==> config.mk <==
export PLATFORM = sky130hd
export DESIGN_NAME = fhi_host_port
export DESIGN_NICKNAME = d
export VERILOG_FILES = /design/src/fhi_pkg.sv /design/src/fhi_host_port.sv
export SDC_FILE = /design/constraint.sdc
export NUM_CORES = 1
export LEC_CHECK = 0
export ABC_AREA = 1
export BUFFER_PORTS_ARGS = -buffer_cell sky130_fd_sc_hd__clkbuf_2
export CAP_MARGIN = 25
export CORE_MARGIN = 2
export CORE_UTILIZATION = 40
export DETAILED_ROUTE_END_ITERATION = 6
export GPL_TIMING_DRIVEN = 0
export SETUP_SLACK_MARGIN = 0.05
export SYNTH_ARGS = -nofsm -noshare
export SYNTH_HDL_FRONTEND = slang
export SYNTH_SLANG_ARGS = --single-unit
==> constraint.sdc <==
create_clock -name clk -period 4.1 [get_ports clk]
set_input_delay 0.615 -clock clk [delete_from_list [all_inputs] [get_ports clk]]
set_output_delay 0.615 -clock clk [all_outputs]
set_load 0.02 [all_outputs]
==> src/fhi_pkg.sv <==
// Shared constants and types for the floppy host I/O interface
package fhi_pkg;

    // Data path width and select code layout
    localparam int         WORD_W         = 12;
    localparam int         ADDR_W         = 9;
    localparam logic [2:0] DEV_FIXED      = 3'h7;
    localparam logic [2:0] DEV_SW_DEFAULT = 3'h0;

    // Operation digit of an io_transfer_instruction
    localparam logic [2:0] OP_NOP       = 3'h0;
    localparam logic [2:0] OP_LOAD_CMD  = 3'h1;
    localparam logic [2:0] OP_XFER      = 3'h2;
    localparam logic [2:0] OP_SKIP_TR   = 3'h3;
    localparam logic [2:0] OP_SKIP_ERR  = 3'h4;
    localparam logic [2:0] OP_SKIP_DONE = 3'h5;
    localparam logic [2:0] OP_INTERRUPT_ENABLE_INSTRUCTION      = 3'h6;
    localparam logic [2:0] OP_INIT      = 3'h7;

    // Vector index of a host_accumulator bit (bit 0 is the MSB there)
    localparam int CMD_FUNC_LSB = 1;
    localparam int CMD_DRIVE    = 4;
    localparam int CMD_MODE8    = 6;
    localparam int CMD_DEN      = 8;
    localparam int CMD_BIT2     = 9;
    localparam int INTERRUPT_ENABLE_INSTRUCTION_EN      = 0;

    // Status word positions for a read strobe
    localparam int STAT_TR    = 0;
    localparam int STAT_DONE  = 1;
    localparam int STAT_ERR   = 2;
    localparam int STAT_IE    = 3;
    localparam int STAT_MODE8 = 4;
    localparam int STAT_BUSY  = 5;

    // Transfer request spacing
    localparam int CLK_PERIOD_NS = 50;
    localparam int TR_GAP12_NS   = 23000000;
    localparam int TR_GAP8_NS    = 18000000;
    localparam int TR_GAP12_CYC  = (TR_GAP12_NS + CLK_PERIOD_NS - 1) / CLK_PERIOD_NS;
    localparam int TR_GAP8_CYC   = (TR_GAP8_NS + CLK_PERIOD_NS - 1) / CLK_PERIOD_NS;
    localparam int GAP_W         = 20;

    // Sector size in 12-bit words at single density
    localparam logic [8:0] SECT_WORDS12 = 9'h040;

    typedef enum logic [2:0] {
        FN_FILL    = 3'h0, FN_EMPTY  = 3'h1, FN_WRITE = 3'h2, FN_READ    = 3'h3,
        FN_DENSITY = 3'h4, FN_STATUS = 3'h5, FN_WRDEL = 3'h6, FN_READ_ERR = 3'h7
    } fhi_func_e;

    typedef enum logic {
        LD_IDLE  = 1'b0,
        LD_BYTE2 = 1'b1
    } fhi_load_e;

    typedef struct packed {
        logic              skip;
        logic [WORD_W-1:0] acc;
    } fhi_rsp_s;

    typedef struct packed {
        fhi_func_e func;
        logic      drive;
        logic      mode8;
        logic      density;
        logic      bit2;
    } fhi_cmd_s;

endpackage : fhi_pkg

==> src/fhi_host_port.sv <==
// Host I/O port of the floppy controller: instruction decode, flags, interface register
//
// The address-and-strobe port and the address map are this design's own decisions.
`timescale 1ns/10ps
module fhi_host_port #(
    parameter logic [2:0] DEV_SW     = fhi_pkg::DEV_SW_DEFAULT,
    parameter bit         DD_VARIANT = 1'b1,
    parameter int         TR_GAP12   = fhi_pkg::TR_GAP12_CYC,
    parameter int         TR_GAP8    = fhi_pkg::TR_GAP8_CYC
) (
    // Clock and bus reset
    input  wire logic                          clk,
    input  wire logic                          reset,
    // Host instruction port
    input  wire logic [fhi_pkg::ADDR_W-1:0]    io_addr,
    input  wire logic [fhi_pkg::WORD_W-1:0]    io_wdata,
    input  wire logic                          io_wr,
    input  wire logic                          io_rd,
    output fhi_pkg::fhi_rsp_s                  io_rdata,
    output logic                               irq,
    // Controller side
    input  wire logic                          ctl_dir_to_host,
    input  wire logic                          ctl_wr,
    input  wire logic [fhi_pkg::WORD_W-1:0]    ctl_wr_data,
    input  wire logic                          ctl_tr_req,
    input  wire logic                          ctl_done_set,
    input  wire logic                          ctl_err_set,
    output logic                               ctl_run,
    output fhi_pkg::fhi_cmd_s                  ctl_cmd,
    output logic                               ctl_ack,
    output logic                               ctl_init,
    output logic                               ctl_pad,
    output logic [fhi_pkg::WORD_W-1:0]         ctl_ireg
);

    // Counter must hold both gaps
    if (TR_GAP12 < 1 || TR_GAP8 < 1 || TR_GAP12 >= (1 << fhi_pkg::GAP_W) ||
        TR_GAP8 >= (1 << fhi_pkg::GAP_W)) begin : g_bad_gap
        $error("transfer request gap out of range");
    end

    fhi_pkg::fhi_rsp_s           rsp_q;
    fhi_pkg::fhi_cmd_s           cmd_q;
    fhi_pkg::fhi_load_e          ld_q;
    logic [fhi_pkg::WORD_W-1:0]  ireg_q;
    logic [fhi_pkg::GAP_W-1:0]   gap_q;
    logic [8:0]                  words_q;
    logic                        tr_q, err_q, done_q, ie_q, mode8_q, busy_q, pend_q;
    logic                        irq_q, run_q, ack_q, init_q, pad_q;
    logic                        do_init, start_load, two_byte, byte2, xdr_hs, to_host;
    logic                        tr_fire, words_last;
    logic [fhi_pkg::WORD_W-1:0]  status_word;

    // Select code match and operation digit
    function automatic logic hit(input logic [fhi_pkg::ADDR_W-1:0] a, input logic s,
                                 input logic [2:0] op);
        hit = s && a[8:6] == fhi_pkg::DEV_FIXED && a[5:3] == DEV_SW && a[2:0] == op;
    endfunction : hit

    // Word-mode merge of a word going into the accumulator
    function automatic logic [11:0] to_acc(input logic [11:0] acc, input logic [11:0] w,
                                           input logic m8);
        to_acc = m8 ? {acc[11:8], acc[7:0] | w[7:0]} : w;
    endfunction : to_acc

    // Decoded strobes shared by the processes below
    assign do_init    = hit(io_addr, io_wr, fhi_pkg::OP_INIT);
    assign two_byte   = DD_VARIANT && io_wdata[fhi_pkg::CMD_MODE8];
    assign start_load = hit(io_addr, io_wr, fhi_pkg::OP_LOAD_CMD) && !busy_q;
    assign byte2      = hit(io_addr, io_wr, fhi_pkg::OP_XFER) && ld_q == fhi_pkg::LD_BYTE2;
    assign xdr_hs     = hit(io_addr, io_wr, fhi_pkg::OP_XFER) && ld_q == fhi_pkg::LD_IDLE
                        && !done_q;
    assign to_host    = done_q || ctl_dir_to_host;
    assign tr_fire    = pend_q && gap_q == '0;
    assign words_last = words_q + 9'h001 == (fhi_pkg::SECT_WORDS12 << cmd_q.density);

    // Status snapshot for the read strobe
    always_comb begin
        status_word                        = '0;
        status_word[fhi_pkg::STAT_TR]    = tr_q;
        status_word[fhi_pkg::STAT_DONE]  = done_q;
        status_word[fhi_pkg::STAT_ERR]   = err_q;
        status_word[fhi_pkg::STAT_IE]    = ie_q;
        status_word[fhi_pkg::STAT_MODE8] = mode8_q;
        status_word[fhi_pkg::STAT_BUSY]  = busy_q;
    end

    // Answer to the host, valid only in the cycle after a strobe
    always_ff @(posedge clk) begin
        if (reset) begin
            rsp_q <= '0;
        end else begin
            rsp_q <= '0;
            if (io_rd) begin
                rsp_q.acc <= status_word;
            end else if (hit(io_addr, io_wr, fhi_pkg::OP_LOAD_CMD)) begin
                rsp_q.acc <= '0;
            end else if (hit(io_addr, io_wr, fhi_pkg::OP_XFER)) begin
                if (ld_q == fhi_pkg::LD_IDLE && to_host)
                    rsp_q.acc <= to_acc(io_wdata, ireg_q, mode8_q);
                else
                    rsp_q.acc <= io_wdata;
            end else if (hit(io_addr, io_wr, fhi_pkg::OP_SKIP_TR)) begin
                rsp_q <= '{skip: tr_q, acc: io_wdata};
            end else if (hit(io_addr, io_wr, fhi_pkg::OP_SKIP_ERR)) begin
                rsp_q <= '{skip: err_q, acc: io_wdata};
            end else if (hit(io_addr, io_wr, fhi_pkg::OP_SKIP_DONE)) begin
                rsp_q <= '{skip: done_q, acc: io_wdata};
            end else if (io_wr && io_addr[8:3] == {fhi_pkg::DEV_FIXED, DEV_SW}) begin
                rsp_q.acc <= io_wdata;
            end
        end
    end

    // The one interface register; its meaning follows the running function
    always_ff @(posedge clk) begin
        if (reset || do_init) begin
            ireg_q <= '0;
        end else if (hit(io_addr, io_wr, fhi_pkg::OP_LOAD_CMD)) begin
            ireg_q <= io_wdata;
        end else if (byte2) begin
            ireg_q <= {2'h0, io_wdata[0], io_wdata[1], ireg_q[7:0]};
        end else if (hit(io_addr, io_wr, fhi_pkg::OP_XFER) && !to_host) begin
            ireg_q <= io_wdata;
        end else if (ctl_wr) begin
            ireg_q <= ctl_wr_data;
        end
    end

    // Two-byte command load sequencing
    always_ff @(posedge clk) begin
        if (reset || do_init)
            ld_q <= fhi_pkg::LD_IDLE;
        else if (start_load && two_byte)
            ld_q <= fhi_pkg::LD_BYTE2;
        else if (byte2)
            ld_q <= fhi_pkg::LD_IDLE;
    end

    // Command word handed to the controller and its start pulse
    always_ff @(posedge clk) begin
        if (reset) begin
            cmd_q <= '0;
            run_q <= 1'b0;
        end else begin
            run_q <= 1'b0;
            if (do_init) begin
                cmd_q <= '0;
            end else if (start_load) begin
                // Accumulator bit 8 is the top bit of the code and sits at the highest index
                cmd_q.func    <= fhi_pkg::fhi_func_e'({io_wdata[fhi_pkg::CMD_FUNC_LSB+2],
                                  io_wdata[fhi_pkg::CMD_FUNC_LSB+1],
                                  io_wdata[fhi_pkg::CMD_FUNC_LSB]});
                cmd_q.drive   <= io_wdata[fhi_pkg::CMD_DRIVE];
                cmd_q.mode8   <= io_wdata[fhi_pkg::CMD_MODE8];
                cmd_q.density <= two_byte ? 1'b0 : io_wdata[fhi_pkg::CMD_DEN];
                cmd_q.bit2    <= two_byte ? 1'b0 : io_wdata[fhi_pkg::CMD_BIT2];
                run_q         <= !two_byte;
            end else if (byte2) begin
                cmd_q.density <= io_wdata[1];
                cmd_q.bit2    <= io_wdata[0];
                run_q         <= 1'b1;
            end
        end
    end

    // Word mode and busy tracking
    always_ff @(posedge clk) begin
        if (reset || do_init) begin
            mode8_q <= 1'b0;
            busy_q  <= 1'b0;
        end else begin
            if (start_load)
                mode8_q <= io_wdata[fhi_pkg::CMD_MODE8];
            if (start_load && !two_byte || byte2)
                busy_q <= 1'b1;
            else if (ctl_done_set || ctl_err_set)
                busy_q <= 1'b0;
        end
    end

    // Sticky flags; a set in the same cycle as the clearing skip wins
    always_ff @(posedge clk) begin
        if (reset || do_init) begin
            tr_q   <= 1'b0;
            err_q  <= 1'b0;
            done_q <= 1'b0;
        end else begin
            tr_q   <= (tr_q && !hit(io_addr, io_wr, fhi_pkg::OP_SKIP_TR))
                      || tr_fire || (start_load && two_byte);
            err_q  <= (err_q && !hit(io_addr, io_wr, fhi_pkg::OP_SKIP_ERR))
                      || ctl_err_set;
            done_q <= (done_q && !hit(io_addr, io_wr, fhi_pkg::OP_SKIP_DONE) && !run_q)
                      || ctl_done_set || ctl_err_set || byte2;
        end
    end

    // Interrupt enable and the registered interrupt request
    always_ff @(posedge clk) begin
        if (reset || do_init) begin
            ie_q  <= 1'b0;
            irq_q <= 1'b0;
        end else begin
            if (hit(io_addr, io_wr, fhi_pkg::OP_INTERRUPT_ENABLE_INSTRUCTION))
                ie_q <= io_wdata[fhi_pkg::INTERRUPT_ENABLE_INSTRUCTION_EN];
            irq_q <= done_q && ie_q;
        end
    end

    // Request spacing: a pending request waits out the gap, never dropped
    always_ff @(posedge clk) begin
        if (reset || do_init) begin
            gap_q  <= '0;
            pend_q <= 1'b0;
        end else begin
            if (xdr_hs)
                gap_q <= mode8_q ? fhi_pkg::GAP_W'(TR_GAP8) : fhi_pkg::GAP_W'(TR_GAP12);
            else if (gap_q != '0)
                gap_q <= gap_q - 1'b1;
            pend_q <= (pend_q && !tr_fire) || ctl_tr_req;
        end
    end

    // Sector fill count; 12-bit fills end with a pad request for the tail
    always_ff @(posedge clk) begin
        if (reset || do_init) begin
            words_q <= '0;
            pad_q   <= 1'b0;
        end else begin
            pad_q <= 1'b0;
            if (run_q) begin
                words_q <= '0;
            end else if (xdr_hs && !to_host && cmd_q.func == fhi_pkg::FN_FILL && !mode8_q) begin
                words_q <= words_last ? 9'h000 : words_q + 9'h001;
                pad_q   <= words_last;
            end
        end
    end

    // Handshake and initialize pulses toward the controller
    always_ff @(posedge clk) begin
        if (reset) begin
            ack_q  <= 1'b0;
            init_q <= 1'b1;
        end else begin
            ack_q  <= xdr_hs;
            init_q <= do_init;
        end
    end

    assign io_rdata = rsp_q;
    assign irq      = irq_q;
    assign ctl_run  = run_q;
    assign ctl_cmd  = cmd_q;
    assign ctl_ack  = ack_q;
    assign ctl_init = init_q;
    assign ctl_pad  = pad_q;
    assign ctl_ireg = ireg_q;
endmodule : fhi_host_port

# --- Word level (Yosys, flattened, before mapping) ---
# Index checks and enable logic that the tools add are counted.
# Widths: inputs -> output; s select.
word_totals:
  register_bits: 74
  in_bits: 42
  out_inout_bits: 37
  elab_cells: 135
op_classes:
  add_sub_neg: 2
  eq_ne: 11
  n_shift: 1
  muxes: 28
  bitwise_logic: 3
  reduce_logical: 65
ops:
  columns: ["cell", "n"]
  rows:
  - ["$mux 12", 9]
  - ["$mux 20", 2]
  - ["$logic_and 1x1->1", 28]
  - ["$mux 13", 2]
  - ["$logic_not 20->1", 1]
  - ["$reduce_bool 20->1", 1]
  - ["$sub 20x1->20 const B", 1]
  - ["$mux 18", 1]
  - ["$eq 3x3->1 const B", 5]
  - ["$mux 6", 2]
  - ["$logic_or 1x1->1", 11]
  - ["$logic_not 1->1", 10]
  - ["$add 9x1->9 const B", 1]
  - ["$eq 9x9->1", 1]
  - ["$mux 1", 9]
  - ["$mux 9", 1]
  - ["$shl 7x1->9 const A", 1]
  - ["$or 8x8->8", 1]
  - ["$reduce_bool 2->1", 4]
  - ["$eq 3x2->1 const B", 2]
  - ["$eq 6x6->1 const B", 1]
  - ["$logic_not 3->1", 2]
  - ["$reduce_or 3->1", 2]
  - ["$mux 2", 2]
  - ["8 further kinds", 10]

# --- Longest topological paths before layout ---
# Gate-level depths: netlist of the first run.
logic_depth:
  ltp_word: 11
  mapped_depth: 13
  depth_no_buf: 12

# --- Worst setup path before layout of the first run ---
# No wires, ideal clock.
synth_path:
  path_kind: "input to register"
  start: "input io_addr[3] (netlist bit)"
  end: "register ireg_q, in the netlist ctl_ireg[1]"
  setup_time_ns: 0.115
  arrival_time_ns: 1.819
  required_ns: 3.985
  slack_ns: 2.167
  path_stages: 10
  path_buffers: 1
  cell_sequence: "nor2_1 nand2_1 nor2_4 nand3_1 nand2_2 inv_2 buf_2 nor2_1 nor2_1 o21a_1"
synth_via:
  elab_chain_len: 7
  word_cells_on_any_way: 14
  cone_classes: "eq/ne: 1; mux: 3; reduce/logical: 10"
synth_lines:
  columns: ["element", "line_no", "rtl"]
  rows:
  - ["from (decl)", "fhi_host_port.sv:15", "input wire logic [fhi_pkg::ADDR_W-1:0] io_addr,"]
  - ["$logic_not 3->1 *", "fhi_host_port.sv:57", "hit = s && a[8:6] == fhi_pkg::DEV_FIXED && a[5:3] == DEV_SW && a[2:0] == op;"]
  - ["$logic_and 1x1->1 *", "fhi_host_port.sv:57", null]
  - ["$logic_and 1x1->1", "fhi_host_port.sv:57", null]
  - ["$logic_and 1x1->1", "fhi_host_port.sv:123", "end else if (hit(io_addr, io_wr, fhi_pkg::OP_XFER) && !to_host) begin"]
  - ["$mux 12", "fhi_host_port.sv:123", null]
  - ["$mux 12", "fhi_host_port.sv:121", "end else if (byte2) begin"]
  - ["$mux 12", "fhi_host_port.sv:119", "end else if (hit(io_addr, io_wr, fhi_pkg::OP_LOAD_CMD)) begin"]
  - ["to (signal assigned)", "fhi_host_port.sv:120", "ireg_q <= io_wdata;"]
  - ["to (signal assigned)", "fhi_host_port.sv:122", "ireg_q <= {2'h0, io_wdata[0], io_wdata[1], ireg_q[7:0]};"]
  - ["to (signal assigned)", "fhi_host_port.sv:124", "ireg_q <= io_wdata;"]
  - ["to (decl)", "fhi_host_port.sv:45", "logic [fhi_pkg::WORD_W-1:0] ireg_q;"]
# Every way passes the cells marked *; elsewhere a longest branch is shown, timed or not. The select of a mux whose other input is x is not followed.
# A chain may end at the register's enable or synchronous reset.

# --- Final worst setup path of the first run ---
layout_path:
  start: "register gap_q[8] (netlist bit)"
  end: "register gap_q[15] (netlist bit)"
layout_via:
  elab_chain_len: 3
  word_cells_on_any_way: 5
  cone_classes: "add/sub: 1; mux: 2; reduce/logical: 2"
layout_lines:
  columns: ["element", "line_no", "rtl"]
  rows:
  - ["from (decl)", "fhi_host_port.sv:46", "logic [fhi_pkg::GAP_W-1:0] gap_q;"]
  - ["from (signal assigned)", "fhi_host_port.sv:217", "gap_q <= mode8_q ? fhi_pkg::GAP_W'(TR_GAP8) : fhi_pkg::GAP_W'(TR_GAP12);"]
  - ["from (signal assigned)", "fhi_host_port.sv:219", "gap_q <= gap_q - 1'b1;"]
  - ["$sub 20x1->20", "fhi_host_port.sv:219", null]
  - ["$mux 20", "fhi_host_port.sv:218", "else if (gap_q != '0)"]
  - ["$mux 20", "fhi_host_port.sv:216", "if (xdr_hs)"]
# Several ways; a longest one is shown, not always the timed one. The select of a mux whose other input is x is not followed.

==> results.cfg, run 1 <==
[placed_design]
gp_congestion = 0.8360
dpl.hpwl_microns = 8228
io_buffers = 78

[floorplan]
num_rows = 35
pin_count = 79
die_area_sq_mm = 0.01030
die_w_microns = 101.5
die_h_microns = 101.5
core_area_sq_mm = 0.009240
start_util_pct = 41.15

[global_routing]
grt_first_pass_wirelength_microns = 17890
gr-total-overflow = 0
antenna_found_initial = 0
grtUsageTotal_pct = 21.86
grt_pass1_vias = 3779
grt_max_degree = 13

[sta]
slew_headroom_pct = 61.43
period_minus_slack_ns = 2.112
tns_ns = 0
skew_ns = 0.009850
fmax_mhz = 473.5
rsz0062_at_grt = no
finalCritPeriodShare_pct = 51.51
drv_slew = 0
setup_viol = 0
finalHoldViolations = 0
worst_pin_slew_ns = 0.5764

[synth]
yosys_warnings = 0
synth.yosys.seq_area_share_pct = 38.43
synthTopCellsByCount = 128 x nand2_1, 92 x nor2_1, 73 x dfxtp_1
yosysTopAreaCellShare_pct = 38.43
synth-seq-cells = 73
synth_cells = 572
ys_types = 41
synth_most_common_cell = nand2_1
avgSynthCellArea_sq_um = 6.648
async_flop_share_pct = 0
synth_edf_count = 0
synth.area.top_cells = dfxtp_1 38%, nand2_1 13%, nor2_1 9.1%
synth_top_cell_by_area = dfxtp_1
synth_flop_cell = dfxtp_1
synth_nets = 617
synth_area_sq_mm = 0.003802

[cts]
numCtsBuffers = 9
cts-htree-levels = 3
cts_max_path_buffers = 2
cts.sink_count = 73
hold_buffers = 0
cts_tree = built
clk_pin_slew_worst_paths_ns = 0.08
ctsResizeCount = 0
clk_latency_ns = 0.35
cts_setup_buffers = 0
root_buffer = clkbuf_8

[route]
wl_met3_microns = 440
wl_met2_microns = 5344
drt_first_pass_iters = 5
highest_layer = met4
drt_iter0_markers = 109
post_drt_wl_per_cell_microns = 13.46
wl_met1_microns = 4843
routed_wl_microns = 10690
drc = 0
ant_nets = 0
num_vias = 3963
via_per_inst = 4.991

[power]
power_frac_clock_pct = 27.2
sw_frac_of_total_pct = 38.08
intPower_uw = 1450
seqPwrFrac_pct = 38.0
p_switching_uw = 891.4
worst_ir_drop_vdd_mv = 0.2622
power_density_mw_per_mm2 = 512.1
p_leak_uw = 0.002176
p_total_uw = 2341
pwr-share-comb_pct = 34.8

[cells_and_area]
nets = 706
drive_gt1_share_pct = 17.74
fillers = 971
area_growth_pct = 20.24
diodes = 0

[min_path]
hold_class = input pin to flip-flop

[critical_path]
rrSetupSlack_ns = 1.99
worst_setup_path_end_kind = flip-flop
reg2reg_depth = 10
crit_required_ns = 4.34
crit_type = flip-flop to flip-flop
cp.arrival_ns = 2.35
worstPathCellList = nor2_1 -> nand2_1 -> nor2_1 -> nand3_1 -> nor2_1 -> nand2_1 -> nand2_1 -> o21ai_0 -> nand2_1 -> nor2_1
crit_fanout = 6
cpMaxStageDelayCell = nor2_1
r2r_start = gap_q[8]$_SDFFE_PP0P_
startpoint_type = flip-flop
cp-endpoint = gap_q[15]$_SDFFE_PP0P_
crit_path_start = gap_q[8]$_SDFFE_PP0P_
r2r-end = gap_q[15]$_SDFFE_PP0P_
critPathMaxStageDelay_ns = 0.35

[outcome]
status = finished, final reports clean

[job]
drv_cap = 0
[stage by stage]
stage / std cells / hold slack, ns / utilization (%) / instance area (sq um) / setup WS [ns]
after floorplan: 572 / 0.4405 / - / 3802 / 2.167
after global placement: 779 / 0.4609 / 47.12 / 4354 / 1.753
after detailed placement: 779 / 0.4620 / 47.12 / 4354 / 1.716
after CTS: 794 / 0.4573 / 49.48 / 4572 / 2.002
after global routing: 794 / 0.4705 / 49.48 / 4572 / 1.688
final: 794 / 0.4676 / 49.48 / 4572 / 1.988
[sequential cells by signal (all words and copies together), names as in the netlist, 7 cells and up]
register	count
io_rdata	13
ctl_ireg	12
gap_q	20
words_q	9
ctl_cmd	7
[critical path: cells and delay by family, from the launching register on]
| family | cells | cell delay, ns |
|---|---|---|
| AND/OR/NAND/NOR | 9 | 1.60 |
| flip-flops | 1 | 0.34 |
| AO/OA/AOI/OAI | 1 | 0.07 |
[power groups by stage]
stage / sequential (uW) / combinational (uW) / clock, uW
global placement: 902 / 794 / 0
CTS: 889 / 814 / 644
detailed placement: 905 / 806 / 0
floorplan: 896 / 613 / 0
finish: 890 / 815 / 636
global route: 903 / 957 / 670
[how the worst min path moves through the flow]
stage / start / endpoint / cells past startpoint
2_1_floorplan: ie_q$_SDFFE_PP0P_ / irq$_SDFF_PP0_ / 2
3_3_place_gp: ctl_cmd[5]$_SDFFE_PP0N_ / ctl_cmd[5]$_SDFFE_PP0N_ / 2
3_5_place_dp: ctl_cmd[5]$_SDFFE_PP0N_ / ctl_cmd[5]$_SDFFE_PP0N_ / 2
4_1_cts: reset / ctl_ack$_SDFF_PP0_ / 2
5_1_grt: reset / ctl_ack$_SDFF_PP0_ / 2
6_report: reset / ctl_ack$_SDFF_PP0_ / 2
[cell usage in the layout (no fill, tap or decap), types with 4 or more instances in the layout]
master    Yosys  layout
a21oi_1      35      35
dfxtp_1      73      73
nand3_1      39      39
o22ai_1       4       4
nand4_1       8       8
nor3_1       11      11
clkbuf_8      0      10
nand3b_1      4       4
a31oi_1       7       7
inv_1        71      71
o211ai_1      5       5
nor2_1       92      92
clkbuf_2      0      78
o21ai_0      44      44
a221oi_1      4       4
inv_2         6       6
nand2_1     128     128
[per-layer routing]
metal  GRT usage [%]  up-vias
met1           27.83     1828
met5               0        -
li1                -     2044
met2           37.90       87
met4           6.757        0
met3           3.451        4
[final cells by class]
class	count	area (sq um)	share of cell area [%]
plain buffers	9	57.56	1.259
clock buffers	10	137.6	3.010
clock inverters	5	80.08	1.752
inverters	77	289.0	6.322
multi-input cells	413	1994	43.62
flip-flops and latches	73	1461	31.96
well taps	129	161.4	3.530
repair buffers	78	390.4	8.539
[logic make-up after synthesis]
kind of cell	count (synthesis)	share of synthesized area, %
AO/OA/AOI/OAI	108	16.06
XOR/XNOR	5	1.152
adder cells (fa/ha/maj)	3	0.9873
buffers and inverters	86	9.115
flip-flops	73	38.43
AND/OR/NAND/NOR	297	34.25
(Power assumes the default switching activity.)
==> run 2: changes to the inputs <==
==> constraint.sdc (replaced) <==
create_clock -name clk -period 1.8 [get_ports clk]
set_input_delay 0.27 -clock clk [delete_from_list [all_inputs] [get_ports clk]]
set_output_delay 0.27 -clock clk [all_outputs]
set_load 0.02 [all_outputs]
==> run 2 against run 1 <==
Compared with the run above:
- via count is 2.8% higher
- design area is 4.8% higher
- final cell count is 1.5% higher
- utilization is 2.4 points higher
- combinational power grew to 2.8 times the previous value
- largest cell class unchanged
==> results.cfg, run 2 (synthesis results as in run 1) <==
[global_routing]
gr-total-overflow = 0
antenna_found_initial = 0
grt.met2_usage_pct = 38.51
gr-usage-met3_pct = 3.451
grt_use_met1_pct = 27.96
grt_max_degree = 13
grt_first_pass_wirelength_microns = 18040
grt_pass1_vias = 3808
grtUsageTotal_pct = 22.07
top_usage_layer = met2

[route]
drt_iter0_markers = 119
drc = 0
num_vias = 4075
routed_wl_microns = 11000
ant_nets = 0
via_per_inst = 5.056
drt_first_pass_iters = 5
post_drt_wl_per_cell_microns = 13.64

[cts]
cts-htree-levels = 3
cts.sink_count = 73
clk_latency_ns = 0.35
numCtsBuffers = 9
cts_tree = built
root_buffer = clkbuf_8
clk_pin_slew_worst_paths_ns = 0.08
cts_max_path_buffers = 2

[floorplan]
pin_count = 79
die_area_sq_mm = 0.01030
num_rows = 35
start_util_pct = 41.15
die_w_microns = 101.5
core_area_sq_mm = 0.009240
die_h_microns = 101.5

[sta]
worst_pin_slew_ns = 0.5818
drv_slew = 0
fmax_mhz = 605.1
tns_ns = 0
hold-worst-slack_ns = 0.1264
finalHoldViolations = 0
rsz0062_at_grt = yes
slew_headroom_pct = 61.21
skew_ns = 0.01164
finalCritPeriodShare_pct = 91.81
setup_viol = 0
period_minus_slack_ns = 1.653

[cells_and_area]
drive_gt1_share_pct = 22.75
area_growth_pct = 26.03
utilization_pct = 51.86
fin_cells = 806
layout_commonest_cell = nand2_1
largest_register_ffs = 20
nets = 718
max_flop_register = gap_q
final_cell_mix = 127 x nand2_1, 78 x nor2_1, 78 x clkbuf_2
diodes = 0

[placed_design]
dpl.hpwl_microns = 8228
gp_congestion = 0.8360
place_inst = 779
io_buffers = 78

[critical_path]
cp.arrival_ns = 1.89
crit_fanout = 5
worst_setup_path_end_kind = flip-flop
crit_type = flip-flop to flip-flop
startpoint_type = flip-flop
crit_required_ns = 2.04

[power]
power_density_mw_per_mm2 = 1211
p_leak_uw = 0.002252
worst_ir_drop_vdd_mv = 0.6054
p_total_uw = 5803

[job]
drv_cap = 0

[min_path]
hold_class = input pin to flip-flop

[outcome]
status = finished, final reports clean
run 2: cell types whose count changed in the layout (fill, tap and decap cells not counted), sizes merged:
cell | previous run | this run
buf | 6 | 18
run 2: timing repair:
item | 4_1_cts | 5_1_grt
pin swaps | 1 | 4
gates cloned | 0 | 0
buffers inserted | 2 | 10
hold buffers | 0 | 0
resized for setup | 9 | 24
setup endpoints to repair | 40 | 45
run 2: final cells by class:
class	instances	area (sq um)
Buffer	9	57.56
Clock buffer	10	137.6
Clock inverter	5	80.08
Fill cell	953	4448
Inverter	77	289.0
Multi-Input combinational cell	413	2108
Sequential cell	73	1465
Tap cell	129	161.4
Timing Repair Buffer	90	493.0
run 2: metal layers:
layer	routed length, microns	vias to the layer above
met5	0	-
met4	129	0
met3	542	10
met2	5524	110
met1	4797	1880
li1	-	2075
run 2: final timing paths:
kind                                start                       to  slack, ns  cells past startpoint
setup / recovery   gap_q[10]$_SDFFE_PP0P_   gap_q[15]$_SDFFE_PP0P_       0.15                     10
hold / removal                 ctl_tr_req        pend_q$_SDFF_PP0_       0.13                      3
setup reg to reg   gap_q[10]$_SDFFE_PP0P_   gap_q[15]$_SDFFE_PP0P_       0.15                     10
hold reg to reg   ctl_cmd[5]$_SDFFE_PP0N_  ctl_cmd[5]$_SDFFE_PP0N_       0.48                      2
run 2: through the flow:
stage	setup WS (ns)	area, sq um
final	0.1474	4792
after floorplan	0.1995	3802
after detailed placement	-0.2626	4354
after CTS	0.04387	4614
after global placement	-0.2594	4354
after global routing	0.008717	4792
run 2: worst max-delay path: stages (launching register included):
cell and delay [ns]:
dfxtp_1 0.34, nor2_2 0.16, nand2_1 0.14, nor2_4 0.16
nand3_1 0.13, nor2_4 0.18, nand2_1 0.14, nand2_1 0.11
o21ai_0 0.07, nand2_1 0.06, nor2_1 0.04
run 2: report_power, final:
group	internal (uW)	switching, uW
registers	1840	216
logic	905	1400
clock network	808	634
total	3560	2250
==> run 3: changes to the inputs <==
==> constraint.sdc (replaced) <==
create_clock -name clk -period 1.86 [get_ports clk]
set_input_delay 0.279 -clock clk [delete_from_list [all_inputs] [get_ports clk]]
set_output_delay 0.279 -clock clk [all_outputs]
set_load 0.02 [all_outputs]
==> run 3 against run 2 <==
Compared with the run above:
- flip-flop and latch count unchanged
- fmax down 1.6%
- via count down 0.37%
- design area down 0.60%
- clock skew down 0.00052 ns
- clock power down 3%
- largest power group unchanged
- worst setup slack better by 0.033 ns
- final cell count unchanged
- wire length up 0.11%
- first-iteration DRC count up 13%
- critical path type unchanged
- power down 4.1%
==> results.cfg, run 3 (synthesis results as in run 1) <==
[route]
routed_wl_microns = 11010
drt_first_pass_iters = 4
via_per_inst = 5.037
ant_nets = 0
drt_iter0_markers = 135
drc = 0
post_drt_wl_per_cell_microns = 13.66
num_vias = 4060

[critical_path]
cp_common_cell = nand2_1
startpoint_type = flip-flop
r2r_start = gap_q[10]$_SDFFE_PP0P_
critPathMaxStageDelay_ns = 0.34
crit_fanout = 5
cpMaxStageDelayCell = dfxtp_1
rrSetupSlack_ns = 0.18
worstPathCellList = nor2_2 -> nand2_1 -> nor2_4 -> nand3_1 -> nor2_4 -> nand2_1 -> nand2_1 -> o21ai_0 -> nand2_1 -> nor2_1
crit_type = flip-flop to flip-flop
crit_required_ns = 2.10
r2r-end = gap_q[15]$_SDFFE_PP0P_
worst_setup_path_end_kind = flip-flop
cp.arrival_ns = 1.92
reg2reg_depth = 10

[power]
sw_frac_of_total_pct = 38.60
worst_ir_drop_vdd_mv = 0.5940
intPower_uw = 3416
pwr-share-comb_pct = 39.3
seqPwrFrac_pct = 35.6
power_frac_clock_pct = 25.2
p_leak_uw = 0.002246
p_switching_uw = 2147
power_density_mw_per_mm2 = 1168

[min_path]
whs_path_depth = 2
hp-start = reset
hold_class = input pin to flip-flop
min_to = ctl_ack$_SDFF_PP0_

[sta]
drv_slew = 0
fin_ws_ns = 0.1807
worst_pin_slew_ns = 0.5613
hold-worst-slack_ns = 0.1321
period_minus_slack_ns = 1.679
skew_ns = 0.01112
setup_viol = 0
fmax_mhz = 595.5
slew_headroom_pct = 62.58
finalHoldViolations = 0
finalCritPeriodShare_pct = 90.28
rsz0062_at_grt = yes

[floorplan]
start_util_pct = 41.15
die_h_microns = 101.5
pin_count = 79
die_area_sq_mm = 0.01030
die_w_microns = 101.5
num_rows = 35
core_area_sq_mm = 0.009240

[job]
drv_cap = 0

[global_routing]
grtUsageTotal_pct = 22.10
grt_max_degree = 13
antenna_found_initial = 0
gr-total-overflow = 0
grt_first_pass_wirelength_microns = 18070
grt_pass1_vias = 3811

[placed_design]
io_buffers = 78
dpl.hpwl_microns = 8228
pre_cts_slack_ns = -0.2026
gp_congestion = 0.8360

[cts]
cts.sink_count = 73
hold_buffers = 0
root_buffer = clkbuf_8
cts_max_path_buffers = 2
cts_tree = built
cts-htree-levels = 3
clk_pin_slew_worst_paths_ns = 0.08
clk_latency_ns = 0.35
numCtsBuffers = 9

[cells_and_area]
fillers = 958
max_flop_register = gap_q
diodes = 0
layout_commonest_cell = nand2_1
drive_gt1_share_pct = 21.42
largest_register_ffs = 20
area_growth_pct = 25.27
nets = 718
final_cell_mix = 127 x nand2_1, 82 x nor2_1, 78 x clkbuf_2

[outcome]
status = finished, final reports clean
[run 3: cell counts in the layout (fill, tap and decap cells not counted)]
Identical to the previous run, type by type.
[run 3: power by group through the flow]
stage               sequential (uW)  clock [uW]  combinational [uW]
finish                         1980        1400                2190
global route                   2010        1480                2490
CTS                            1960        1420                1870
detailed placement             1990           0                1780
global placement               1990           0                1750
floorplan                      1970           0                1350
[run 3: metrics by stage]
step                util (%)  setup TNS [ns]  total power (uW)  cells  area (sq um)
floorplan                  -               0              3327    572          3802
global placement       47.12          -3.936              3739    779          4354
detailed placement     47.12          -4.906              3772    779          4354
CTS                    49.80               0              5256    796          4602
global route           51.55               0              5975    806          4763
finish                 51.55               0              5564    806          4763
[run 3: cell type report]
cell class | count | area, sq um | share of cell area (%)
Tap cell | 129 | 161.4 | 3.388
Inverter | 77 | 289.0 | 6.068
Multi-Input combinational cell | 413 | 2083 | 43.74
Timing Repair Buffer | 90 | 493.0 | 10.35
Buffer | 9 | 57.56 | 1.208
Sequential cell | 73 | 1461 | 30.68
Clock buffer | 10 | 137.6 | 2.889
Clock inverter | 5 | 80.08 | 1.681
[run 3: layer usage]
metal	routed length, microns	track usage, %	vias up
met5	0	0	-
met4	131	6.757	0
met3	663	3.451	11
met2	5421	38.56	132
met1	4790	28.01	1850
li1	-	-	2067
[run 3: what timing repair did]
| action | in CTS | in global routing |
|---|---|---|
| resized for setup | 6 | 17 |
| pin swaps | 1 | 4 |
| endpoints found under the setup margin | 30 | 34 |
| cloned | 0 | 0 |
| buffers inserted | 2 | 10 |
[run 3: worst max-delay path by stage]
stage,startpoint,to,slack (ns)
floorplan,gap_q[8]$_SDFFE_PP0P_,gap_q[15]$_SDFFE_PP0P_,0.26
global placement,gap_q[8]$_SDFFE_PP0P_,gap_q[15]$_SDFFE_PP0P_,-0.20
detailed placement,gap_q[8]$_SDFFE_PP0P_,gap_q[15]$_SDFFE_PP0P_,-0.20
CTS,gap_q[10]$_SDFFE_PP0P_,gap_q[15]$_SDFFE_PP0P_,0.05
global route,gap_q[2]$_SDFFE_PP0P_,gap_q[6]$_SDFFE_PP0P_,0.02
finish,gap_q[10]$_SDFFE_PP0P_,gap_q[15]$_SDFFE_PP0P_,0.18
[run 3: worst max-delay path, delay by kind of cell (launching register included)]
kind,cells,cell delay (ns)
AOI/OAI and AO/OA,1,0.07
DFF,1,0.34
and+or+nand+nor,9,1.15
